**config.mk**
```make
export PLATFORM = sky130hd
export DESIGN_NAME = sem_event_memory
export DESIGN_NICKNAME = d
export VERILOG_FILES = /design/src/rtl/sem_pkg.sv /design/src/rtl/sem_unstable_timer.sv /design/src/rtl/sem_event_memory.sv
export SDC_FILE = /design/constraint.sdc
export NUM_CORES = 2
export LEC_CHECK = 0
export BUFFER_PORTS_ARGS = -buffer_cell sky130_fd_sc_hd__clkbuf_2
export CORE_MARGIN = 5
export CORE_UTILIZATION = 40
export CTS_CLUSTER_DIAMETER = 200
export CTS_CLUSTER_SIZE = 14
export DETAILED_ROUTE_END_ITERATION = 16
export GPL_TIMING_DRIVEN = 0
export PLACE_DENSITY = 0.64
export SYNTH_ARGS = -nofsm -noshare
export SYNTH_HDL_FRONTEND = slang
export SYNTH_HIERARCHICAL = 1
export SYNTH_SLANG_ARGS = --single-unit
```
**constraint.sdc**
```tcl
create_clock -name CORE_CLK -period 4.05 [get_ports CORE_CLK]
set_input_delay 0.2025 -clock CORE_CLK [delete_from_list [all_inputs] [get_ports CORE_CLK]]
set_output_delay 0.2025 -clock CORE_CLK [all_outputs]
set_load 0.05 [all_outputs]
```
**src/rtl/sem_pkg.sv**
```systemverilog
package sem_pkg;

    // ------------------------------------------------------------
    // Processor I/O addressing
    // ------------------------------------------------------------
    localparam logic [4:0] SEM_CHANNEL     = 5'h0C;
    localparam logic [1:0] SEM_SUB_WRITE   = 2'h0;
    localparam logic [1:0] SEM_SUB_READ    = 2'h2;
    localparam logic [1:0] SEM_SUB_ADDR    = 2'h3;

    // ------------------------------------------------------------
    // Widths and reset values
    // ------------------------------------------------------------
    localparam int         SEM_ADDR_W      = 7;
    localparam int         SEM_WORD_W      = 16;
    localparam int         SEM_DEPTH       = 128;
    localparam int         SEM_CODE_W      = 11;
    localparam logic [6:0] SEM_ADDR_RST    = 7'h00;
    localparam logic [6:0] SEM_ADDR_STEP   = 7'h01;
    localparam logic [15:0] SEM_WORD_RST   = 16'h0000;

    // ------------------------------------------------------------
    // Comparator set point (10 V end of sweep)
    // ------------------------------------------------------------
    localparam logic [10:0] SEM_END_CODE   = 11'h3E8;

    // ------------------------------------------------------------
    // Timing
    // ------------------------------------------------------------
    localparam int SEM_CLK_NS        = 100;
    localparam int SEM_LONG_NS       = 5700;
    localparam int SEM_SHORT_NS      = 200;
    localparam int SEM_LONG_CYC      = (SEM_LONG_NS + SEM_CLK_NS - 1) / SEM_CLK_NS;
    localparam int SEM_SHORT_CYC     = (SEM_SHORT_NS + SEM_CLK_NS - 1) / SEM_CLK_NS;
    localparam int SEM_CNT_W         = 8;
    localparam int SEM_GAP_CYC       = 2;

    // ------------------------------------------------------------
    // Trigger modes and sweep states
    // ------------------------------------------------------------
    typedef enum logic [1:0] {
        SEM_TRIG_FREE = 2'h0,
        SEM_TRIG_EXT  = 2'h1,
        SEM_TRIG_LINE = 2'h2
    } sem_trig_e;

    typedef enum logic [1:0] {
        SEM_ST_WAIT  = 2'b00,
        SEM_ST_SWEEP = 2'b01,
        SEM_ST_GAP   = 2'b11
    } sem_state_e;

    // ------------------------------------------------------------
    // Carriers
    // ------------------------------------------------------------
    typedef struct packed {
        logic        strobe;
        logic        write;
        logic [4:0]  channel;
        logic [1:0]  sub;
        logic [15:0] data;
    } sem_io_s;

    typedef struct packed {
        logic        long_pulse;
        logic        short_pulse;
    } sem_timer_out_s;

endpackage

```
**src/rtl/sem_unstable_timer.sv**
```systemverilog
`timescale 1ns/1ps
module sem_unstable_timer
    import sem_pkg::*;
#(
    parameter int LONG_CYC  = SEM_LONG_CYC,
    parameter int SHORT_CYC = SEM_SHORT_CYC
) (
    input  wire logic           clk,
    input  wire logic           rst,
    input  wire logic           fire,
    output sem_timer_out_s      pulses
);

    initial begin
        if (LONG_CYC < 1 || LONG_CYC > 255 || SHORT_CYC < 1 || SHORT_CYC > LONG_CYC)
            $error("sem_unstable_timer: bad pulse lengths");
    end

    typedef struct packed {
        logic [7:0] long_cnt;
        logic [7:0] short_cnt;
    } sem_tmr_s;

    sem_tmr_s st_reg;
    sem_tmr_s st_next;

    // ------------------------------------------------------------
    // Two one-shots retriggered together by the comparator edge
    // ------------------------------------------------------------
    always_comb begin
        st_next = st_reg;
        if (fire) begin
            st_next.long_cnt  = 8'(LONG_CYC);
            st_next.short_cnt = 8'(SHORT_CYC);
        end else begin
            if (st_reg.long_cnt != 8'h00)
                st_next.long_cnt = st_reg.long_cnt - 8'h01;
            if (st_reg.short_cnt != 8'h00)
                st_next.short_cnt = st_reg.short_cnt - 8'h01;
        end
    end

    always_ff @(posedge clk) begin
        if (rst)
            st_reg <= '0;
        else
            st_reg <= st_next;
    end

    assign pulses.long_pulse  = (st_reg.long_cnt != 8'h00);
    assign pulses.short_pulse = (st_reg.short_cnt != 8'h00);

endmodule // sem_unstable_timer

```
**src/rtl/sem_event_memory.sv**
```systemverilog
`timescale 1ns/1ps
// Notes on behaviour
// - Writing zero to address subchannel clears latch.
// - Latched address shown binary, bit zero lowest.
// - Each step request adds exactly one, except one made in the same cycle as an address load.
// - RAM holds locations zero through 127.
// - Data write stores word at latched address.
// - Subchannel two read returns addressed word.
// - Buffers pass words both ways across bus.
// - Channel twelve decoder makes separate strobes.
// - Comparator set point 1000 pulses per event.
// - Sweep ends and resets at 10 V.
// - Unstable timer makes 5.7 us, 200 ns.
// - Manual sweep blocks timer address clocking.
// - Sweep indicator drops at crossings, sweep end.
// - External trigger gives one sweep per trigger.
// - Line trigger starts each sweep from mains.
module sem_event_memory
    import sem_pkg::*;
#(
    parameter int               DEPTH     = SEM_DEPTH,
    parameter int               GAP_CYC   = SEM_GAP_CYC,
    parameter logic [10:0]      END_CODE  = SEM_END_CODE
) (
    input  wire logic           CORE_CLK,
    input  wire logic           SYS_RST,
    input  sem_io_s             IO_REQ,
    input  wire logic           STEP_REQ,
    input  wire logic           MANUAL_SWEEP,
    input  sem_trig_e           TRIG_MODE,
    input  wire logic           EXT_TRIG,
    input  wire logic           LINE_TRIG,
    input  wire logic [10:0]    SWEEP_CODE,
    output logic [6:0]          EVENT_ADDRESS_LINES,
    output logic [15:0]         EVENT_WORD_LINES,
    output logic [15:0]         IO_RDATA,
    output logic                IO_RVALID,
    output logic                EVENT_READ_STROBE,
    output logic                EVENT_WRITE_STROBE,
    output logic                COMPARE_PULSE,
    output logic                SWEEP_ACTIVE,
    output logic                SWEEP_RESET,
    output logic                DATA_UNSTABLE
);

    initial begin
        if (DEPTH != (1 << SEM_ADDR_W) || GAP_CYC < 1 || GAP_CYC > 255)
            $error("sem_event_memory: unsupported parameters");
    end

    // ------------------------------------------------------------
    // State
    // ------------------------------------------------------------
    typedef struct packed {
        logic [1:0]  ext_sync;
        logic [1:0]  line_sync;
        logic        ext_seen;
        logic        line_seen;
        logic        long_seen;
        logic        cmp_seen;
        logic        armed;
        sem_state_e  state;
        logic [7:0]  gap_cnt;
        logic [6:0]  addr;
        logic [15:0] word;
        logic [15:0] rdata;
        logic        rvalid;
        logic        rd_stb;
        logic        wr_stb;
        logic        cmp;
        logic        active;
        logic        sw_reset;
        logic        unstable;
    } sem_state_s;

    sem_state_s     st_reg;
    sem_state_s     st_next;
    logic [15:0]    ram [DEPTH];
    logic [15:0]    ram_q;
    logic           cmp_now;
    logic           dec_hit;
    logic           wr_addr;
    logic           wr_data;
    logic           rd_data;
    sem_timer_out_s tmr;

    // ------------------------------------------------------------
    // Channel 12 decoder
    // ------------------------------------------------------------
    assign dec_hit = IO_REQ.strobe && (IO_REQ.channel == SEM_CHANNEL);
    assign wr_addr = dec_hit && IO_REQ.write && (IO_REQ.sub == SEM_SUB_ADDR);
    assign wr_data = dec_hit && IO_REQ.write && (IO_REQ.sub == SEM_SUB_WRITE);
    assign rd_data = dec_hit && !IO_REQ.write && (IO_REQ.sub == SEM_SUB_READ);

    // ------------------------------------------------------------
    // End-of-sweep comparator
    // ------------------------------------------------------------
    assign cmp_now = (SWEEP_CODE >= END_CODE);

    // ------------------------------------------------------------
    // Sweep event RAM
    // ------------------------------------------------------------
    always_ff @(posedge CORE_CLK) begin
        if (wr_data)
            ram[st_reg.addr] <= IO_REQ.data;
    end

    assign ram_q = ram[st_reg.addr];

    sem_unstable_timer #(
        .LONG_CYC  (SEM_LONG_CYC),
        .SHORT_CYC (SEM_SHORT_CYC)
    ) u_timer (
        .clk    (CORE_CLK),
        .rst    (SYS_RST),
        .fire   (cmp_now && !st_reg.cmp_seen),
        .pulses (tmr)
    );

    // ------------------------------------------------------------
    // Next state
    // ------------------------------------------------------------
    always_comb begin
        st_next           = st_reg;
        st_next.ext_sync  = {st_reg.ext_sync[0], EXT_TRIG};
        st_next.line_sync = {st_reg.line_sync[0], LINE_TRIG};
        st_next.ext_seen  = st_reg.ext_sync[1];
        st_next.line_seen = st_reg.line_sync[1];
        st_next.cmp_seen  = cmp_now;
        st_next.long_seen = tmr.long_pulse;
        st_next.rd_stb    = rd_data;
        st_next.wr_stb    = wr_data;
        st_next.rvalid    = rd_data;
        st_next.word      = ram_q;
        st_next.cmp       = cmp_now;
        st_next.unstable  = tmr.long_pulse || tmr.short_pulse;
        st_next.sw_reset  = 1'b0;

        if (rd_data)
            st_next.rdata = ram_q;

        if (wr_addr)
            st_next.addr = IO_REQ.data[6:0];
        else if (STEP_REQ)
            st_next.addr = st_reg.addr + SEM_ADDR_STEP;
        else if (!MANUAL_SWEEP && st_reg.long_seen && !tmr.long_pulse)
            st_next.addr = st_reg.addr + SEM_ADDR_STEP;

        // Only the pin of the selected mode may arm a sweep
        if ((TRIG_MODE == SEM_TRIG_EXT) && st_reg.ext_sync[1] && !st_reg.ext_seen)
            st_next.armed = 1'b1;
        if ((TRIG_MODE == SEM_TRIG_LINE) && st_reg.line_sync[1] && !st_reg.line_seen)
            st_next.armed = 1'b1;

        unique case (st_reg.state)
            SEM_ST_WAIT: begin
                st_next.active = 1'b0;
                if (MANUAL_SWEEP) begin
                    st_next.armed = 1'b0;
                end else if (TRIG_MODE == SEM_TRIG_FREE) begin
                    st_next.state  = SEM_ST_SWEEP;
                    st_next.active = 1'b1;
                end else if (st_reg.armed) begin
                    st_next.armed  = 1'b0;
                    st_next.state  = SEM_ST_SWEEP;
                    st_next.active = 1'b1;
                end
            end
            SEM_ST_SWEEP: begin
                st_next.active = 1'b1;
                if (cmp_now && !st_reg.cmp_seen) begin
                    st_next.state    = SEM_ST_GAP;
                    st_next.active   = 1'b0;
                    st_next.sw_reset = 1'b1;
                    st_next.gap_cnt  = 8'(GAP_CYC);
                    st_next.armed    = 1'b0;
                end else if (tmr.short_pulse) begin
                    st_next.active = 1'b0;
                end
            end
            SEM_ST_GAP: begin
                st_next.active = 1'b0;
                if (st_reg.gap_cnt > 8'h01)
                    st_next.gap_cnt = st_reg.gap_cnt - 8'h01;
                else
                    st_next.state = SEM_ST_WAIT;
            end
            default: begin
                st_next.state  = SEM_ST_WAIT;
                st_next.active = 1'b0;
            end
        endcase
    end

    // ------------------------------------------------------------
    // Registers
    // ------------------------------------------------------------
    always_ff @(posedge CORE_CLK) begin
        if (SYS_RST) begin
            st_reg       <= '0;
            st_reg.addr  <= SEM_ADDR_RST;
            st_reg.word  <= SEM_WORD_RST;
            st_reg.state <= SEM_ST_WAIT;
        end else begin
            st_reg <= st_next;
        end
    end

    assign EVENT_ADDRESS_LINES = st_reg.addr;
    assign EVENT_WORD_LINES    = st_reg.word;
    assign IO_RDATA            = st_reg.rdata;
    assign IO_RVALID           = st_reg.rvalid;
    assign EVENT_READ_STROBE   = st_reg.rd_stb;
    assign EVENT_WRITE_STROBE  = st_reg.wr_stb;
    assign COMPARE_PULSE       = st_reg.cmp;
    assign SWEEP_ACTIVE        = st_reg.active;
    assign SWEEP_RESET         = st_reg.sw_reset;
    assign DATA_UNSTABLE       = st_reg.unstable;

endmodule // sem_event_memory

```
# Yosys cells after proc, flatten, opt, wreduce, memory -nomap -nowiden
# Memory sizes are Yosys's and may differ from the RTL's. A register that Yosys moved wholly into a read port is not among the register bits.
# Index checks and enable logic that the tools add are counted.
# word_totals
regBits	79
latchBits	0
mem_bits_rw	2048
romBits	0
output_inout_bits	46
elab_cells	104
memories	1
# classes
add_sub_neg	4
n_mul	0
div_mod_pow	0
magnitude_cmp	2
n_eq_ne	12
shift	0
muxes	30
bitwise_logic	1
reduce_logical	33
# memory_table
name	words	word_bits	rd	rd_clocked_by_memory_dff	write_ports	line	source
ram	128	16	1	1	1	sem_event_memory.sv:78	logic [15:0] ram [DEPTH];
# ops
operator	count
two-way mux 7 bit	5
subtractor 8 x 1 -> 8 bit (second input constant)	3
two-way mux 8 bit	2
case mux 8 bit (2 select lines)	1
nonzero test 8 bit	2
two-way mux 14 bit	1
logical AND 1 bit	13
two-way mux 1 bit	12
greater-or-equal comparator 11 x 10 -> 1 bit (second input constant)	1
two-way mux 11 bit	1
equality test 2 bit (second input constant)	4
greater-than comparator 8 x 1 -> 1 bit (second input constant)	1
adder 7 x 1 -> 7 bit (second input constant)	1
zero test 1 bit	6
zero test 2 bit	3
two-way mux 2 bit	3
two-way mux 6 bit	1
inequality test 2 bit (second input constant)	3
case mux 2 bit (3 select lines)	1
nonzero test 2 bit	3
equality test 5 x 4 -> 1 bit (second input constant)	1
equality test 2 x 1 -> 1 bit (second input constant)	2
case mux 1 bit (2 select lines)	2
AND reduction 4 bit	1
other kinds (8)	9

# Longest topological paths before layout
# logic_depth
depth_word	9
mapped_depth	12
depth_no_buf	10

# By module
# The synthesis kept the hierarchy.
# modules_own_cells
module	instances	cells_per_inst	area_each_um2	seq_area_each_um2
sem_event_memory	1	3970	82524.1	62900.3
sem_unstable_timer	1	91	799.5	320.3

# Least setup slack after synthesis
# OpenSTA, ideal clock, no wires.
# synth_timing
path_kind	input -> register
startpoint	input IO_REQ[22] (netlist name)
endpoint	memory ram[64][0], enable pin
t_arrival_ns	3.108
setup_slack_ns	0.512
cell_stages	6
cell_sequence	nand4b_1 -> or3_1 -> nor4b_1 -> buf_2 -> nand3_1 -> nor4_1
# synth_via
elab_chain_len	6
# synth_lines
element	line	source
from (decl)	sem_event_memory.sv:27	input sem_io_s IO_REQ,
equality test 5 x 4 -> 1 bit	sem_event_memory.sv:90	assign dec_hit = IO_REQ.strobe && (IO_REQ.channel == SEM_CHANNEL);
logical AND 1 bit	sem_event_memory.sv:90	
logical AND 1 bit (2 in a row)	sem_event_memory.sv:92	assign wr_data = dec_hit && IO_REQ.write && (IO_REQ.sub == SEM_SUB_WRITE);
two-way mux 1 bit	sem_event_memory.sv:104	if (wr_data)
two-way mux 1 bit (not written as such)	sem_event_memory.sv:105	ram[st_reg.addr] <= IO_REQ.data;
to (decl)	sem_event_memory.sv:78	
# No other way between the ends.

==> results by group <==
Drt
  • Final ANT Viol Nets: 0
  • Drt via density: 5.92
  • DRT iter0 DRCs: 6,100
  • DR vias: 43,530
  • DRC: 0
  • Pre-antenna DRT Iters: 6
  • WL per Instance: 32.0 um
  • Post-Route WL: 235,000 um

Die
  • Chip height: 466 um
  • Area of the core: 207,000 sq um
  • I/O pin total: 90
  • Die X-Extent: 466 um
  • Num rows: 167
  • Starting Density: 40.2%
  • Die Area: 218,000 sq um

Layout
  • Max reg flops: 2,048
  • Layout cells sized above 1: 27.9%
  • Area delta synth->final: 14.4%
  • Final instance area: 95,300 sq um
  • Fillers: 17,261
  • Most frequent cells in the layout: edfxtp_1, mux4_2, mux2i_1
  • FF/Latch Area: 63,200 sq um
  • Final net count: 4,525
  • Most common cell after layout, fill and taps aside: edfxtp_1
  • Multi-input logic area: 18,600 sq um
  • Biggest register: ram
  • Fin util: 46.0%

Synth
  • Cells after Synth: 4,061
  • Yosys warning count: 6
  • Flops & latches, synth: 2,134
  • Sequential fraction of the synthesis area: 75.9%
  • Syn Area/Cell: 20.5 sq um
  • Asr flop ratio synth: 0%
  • Unique masters post-synth: 76
  • Mapped Area: 83,300 sq um
  • Post-synth EDFFs: 2,048
  • Synth Flop Type: edfxtp_1
  • Post-Syn Nets: 4,112

Clocking
  • Reg clk slew, reported paths: 70 ps
  • Clock Tree Buf Depth: 3
  • CTS tree: done
  • Clock root buffer: clkbuf_16
  • Clock sinks: 2,134
  • Post-CTS setup buffer count: 0
  • CTS Buf Count: 170
  • Clk_lat worst skew: 830 ps
  • H-Tree Depth: 4

Critical path
  • CP Data Required Time: 4700 ps
  • Worst Path Arrival: 4750 ps
  • Reg-to-reg slack, setup: -50 ps
  • Critical-path cell list: clkbuf_1, clkbuf_2, clkbuf_2, a211oi_1, nor4_4, nor3_1, a211oi_1
  • Crit Path Category: reg2reg
  • Maximum fanout along the worst path: 11
  • CP Capture Type: flop
  • Type of origin of the critical path: flop
  • Slowest-stage cell, CP: clkbuf_1
  • CP max stage delay: 710 ps

Power
  • Maximum vdd drop: 0.387 mV
  • Sw Pwr: 10.2 mW
  • Reg power frac: 55.4%
  • Clock power frac: 35.0%
  • Int Pwr: 33.7 mW
  • Combinational share of power: 9.6%
  • Pwr dens: 461 nW/um^2
  • Pleak: 29.0 nW
  • Switching Share: 23.2%

Placement
  • Port Buffer Count: 86
  • Post-DP HPWL: 162,000 um
  • Final Wtd Congestion: 0.962
  • Pre-CTS setup slack: -1230 ps
  • Area after DPL: 90,100 sq um

Timing
  • Hold Fails Final Rpt: 0
  • Final worst path period share: 101%
  • Clock Skew: 38.3 ps
  • Setup TNS: -144 ps
  • Hold WS: 37.8 ps
  • RSZ-0062 raised after global routing: true
  • Period minus WS final: 4100 ps
  • Slew margin rel.: 12.0%
  • Fin. max-slew vios: 0
  • Max Clk Rate: 244 MHz
  • Final setup violation count: 4
  • Final Worst Setup Slack: -53.2 ps
  • Worst-Margin Slew: 1320 ps

Flow run
  • Maxcap violations: 0

Global route
  • Largest net degree at the start of global routing: 130
  • Initial antenna violation count: 11
  • All-Layer GR Usage: 21.3%
  • Total grt overflow: 0
  • First-pass GRT wire length: 330,000 um
  • Vias in the first global route: 42,682

Worst hold path
  • Hold WC Path Type: in2reg

Run status
  • Violated checks: setup timing
  • Outcome: complete, but fails checks
power by group through the flow:
| stage | registers (mW) | logic (mW) | clock network (mW) |
|---|---|---|---|
| 2_1_floorplan | 24.8 | 2.51 | 0 |
| 3_3_place_gp | 24.8 | 4.02 | 0 |
| 3_5_place_dp | 24.8 | 4.15 | 0 |
| 4_1_cts | 24.3 | 4.20 | 15.6 |
| 5_1_grt | 24.3 | 4.39 | 16.5 |
| 6_report | 24.3 | 4.21 | 15.4 |
synthesized netlist by cell type, types with 7 or more instances:
cell type  instances  area [sq um]
buf_12            16           320
a221oi_2           9           135
inv_1             14          52.6
nor2b_1           23           144
nor2_1           176           661
a211oi_1          78           586
nand3_1           37           185
a221oi_1          24           210
nor4_2            13           163
buf_6             33           372
dfxtp_1           86          1720
o21ai_0           37           185
buf_8             11           165
nor4_1            15          93.8
o31ai_1           24           180
nor3_1            46           230
buf_1             12          45.0
clkbuf_1          77           289
or4_1             18           135
mux4_1             9           236
o22ai_1           88           551
mux2i_1          231          2310
edfxtp_1        2048         61500
xor2_1             8          70.1
o211ai_1          10          75.1
ha_1               7          87.6
a21oi_1           48           240
and2_1            27           169
o21a_1             9          67.6
a22oi_1           33           248
mux2_2            54           608
o221ai_2           9           135
o221ai_1          32           280
buf_2             53           265
mux4_2           397          8940
o21ai_1           19          95.1
buf_4             67           503
nand2_1           65           244
worst max-delay path: cells and delay by family, from the launching register on:
kind	cells	cell delay [ps]
flip-flops	1	660
AND/OR/NAND/NOR	2	750
buffers and inverters	3	1750
AO/OA/AOI/OAI	2	750
final cells by class:
| cell class | instances | share of cell area, % |
|---|---|---|
| tap | 2788 | 3.66 |
| clock buffer | 242 | 4.79 |
| clock inverter | 12 | 0.221 |
| inverter | 17 | 0.0670 |
| buffer | 268 | 2.12 |
| antenna | 8 | 0.0210 |
| multi-input combinational | 1641 | 19.5 |
| timing repair buffer | 242 | 3.23 |
| sequential | 2134 | 66.3 |
logic make-up after synthesis:
logic type,after synthesis,share of synthesized area (%)
AO/OA/AOI/OAI,457,4.00
multiplexers,691,14.5
flip-flops,2134,75.9
AND/OR/NAND/NOR,473,2.94
XOR/XNOR,13,0.137
adder cells (fa/ha/maj),7,0.105
buffers and inverters,286,2.43
final timing paths:
| kind | from | to | depth (start not counted) |
|---|---|---|---|
| max | flop | EVENT_WORD_LINES[7] | 7 |
| min | STEP_REQ | EVENT_ADDRESS_LINES[1] | 4 |
| max reg2reg | flop | EVENT_WORD_LINES[7] | 7 |
| min reg2reg | st_next[62] | st_next[59] | 1 |
what timing repair did:
item / 4_1_cts / 5_1_grt
pin swaps: 1 / 1
hold buffers: 17 / 0
gates resized for setup: 62 / 11
endpoints found under the hold margin: 257 / 0
setup endpoints to repair: 31 / 15
per-stage QoR:
stage               total power [mW]  std cells
finish                          43.9       7352
global placement                28.9       6935
floorplan                       27.3       4061
detailed placement              28.9       7074
CTS                             44.1       7344
global route                    45.2       7345
layer usage:
metal | GRT usage (%) | up-vias | part of all wire, %
met4 | 9.08 | 6 | 4.8
met3 | 4.49 | 438 | 9.2
li1 | - | 17645 | -
met2 | 34.0 | 2319 | 48
met5 | 0 | - | 0.017
met1 | 28.6 | 23122 | 38
No activity file was read; power rests on OpenSTA's default activity.
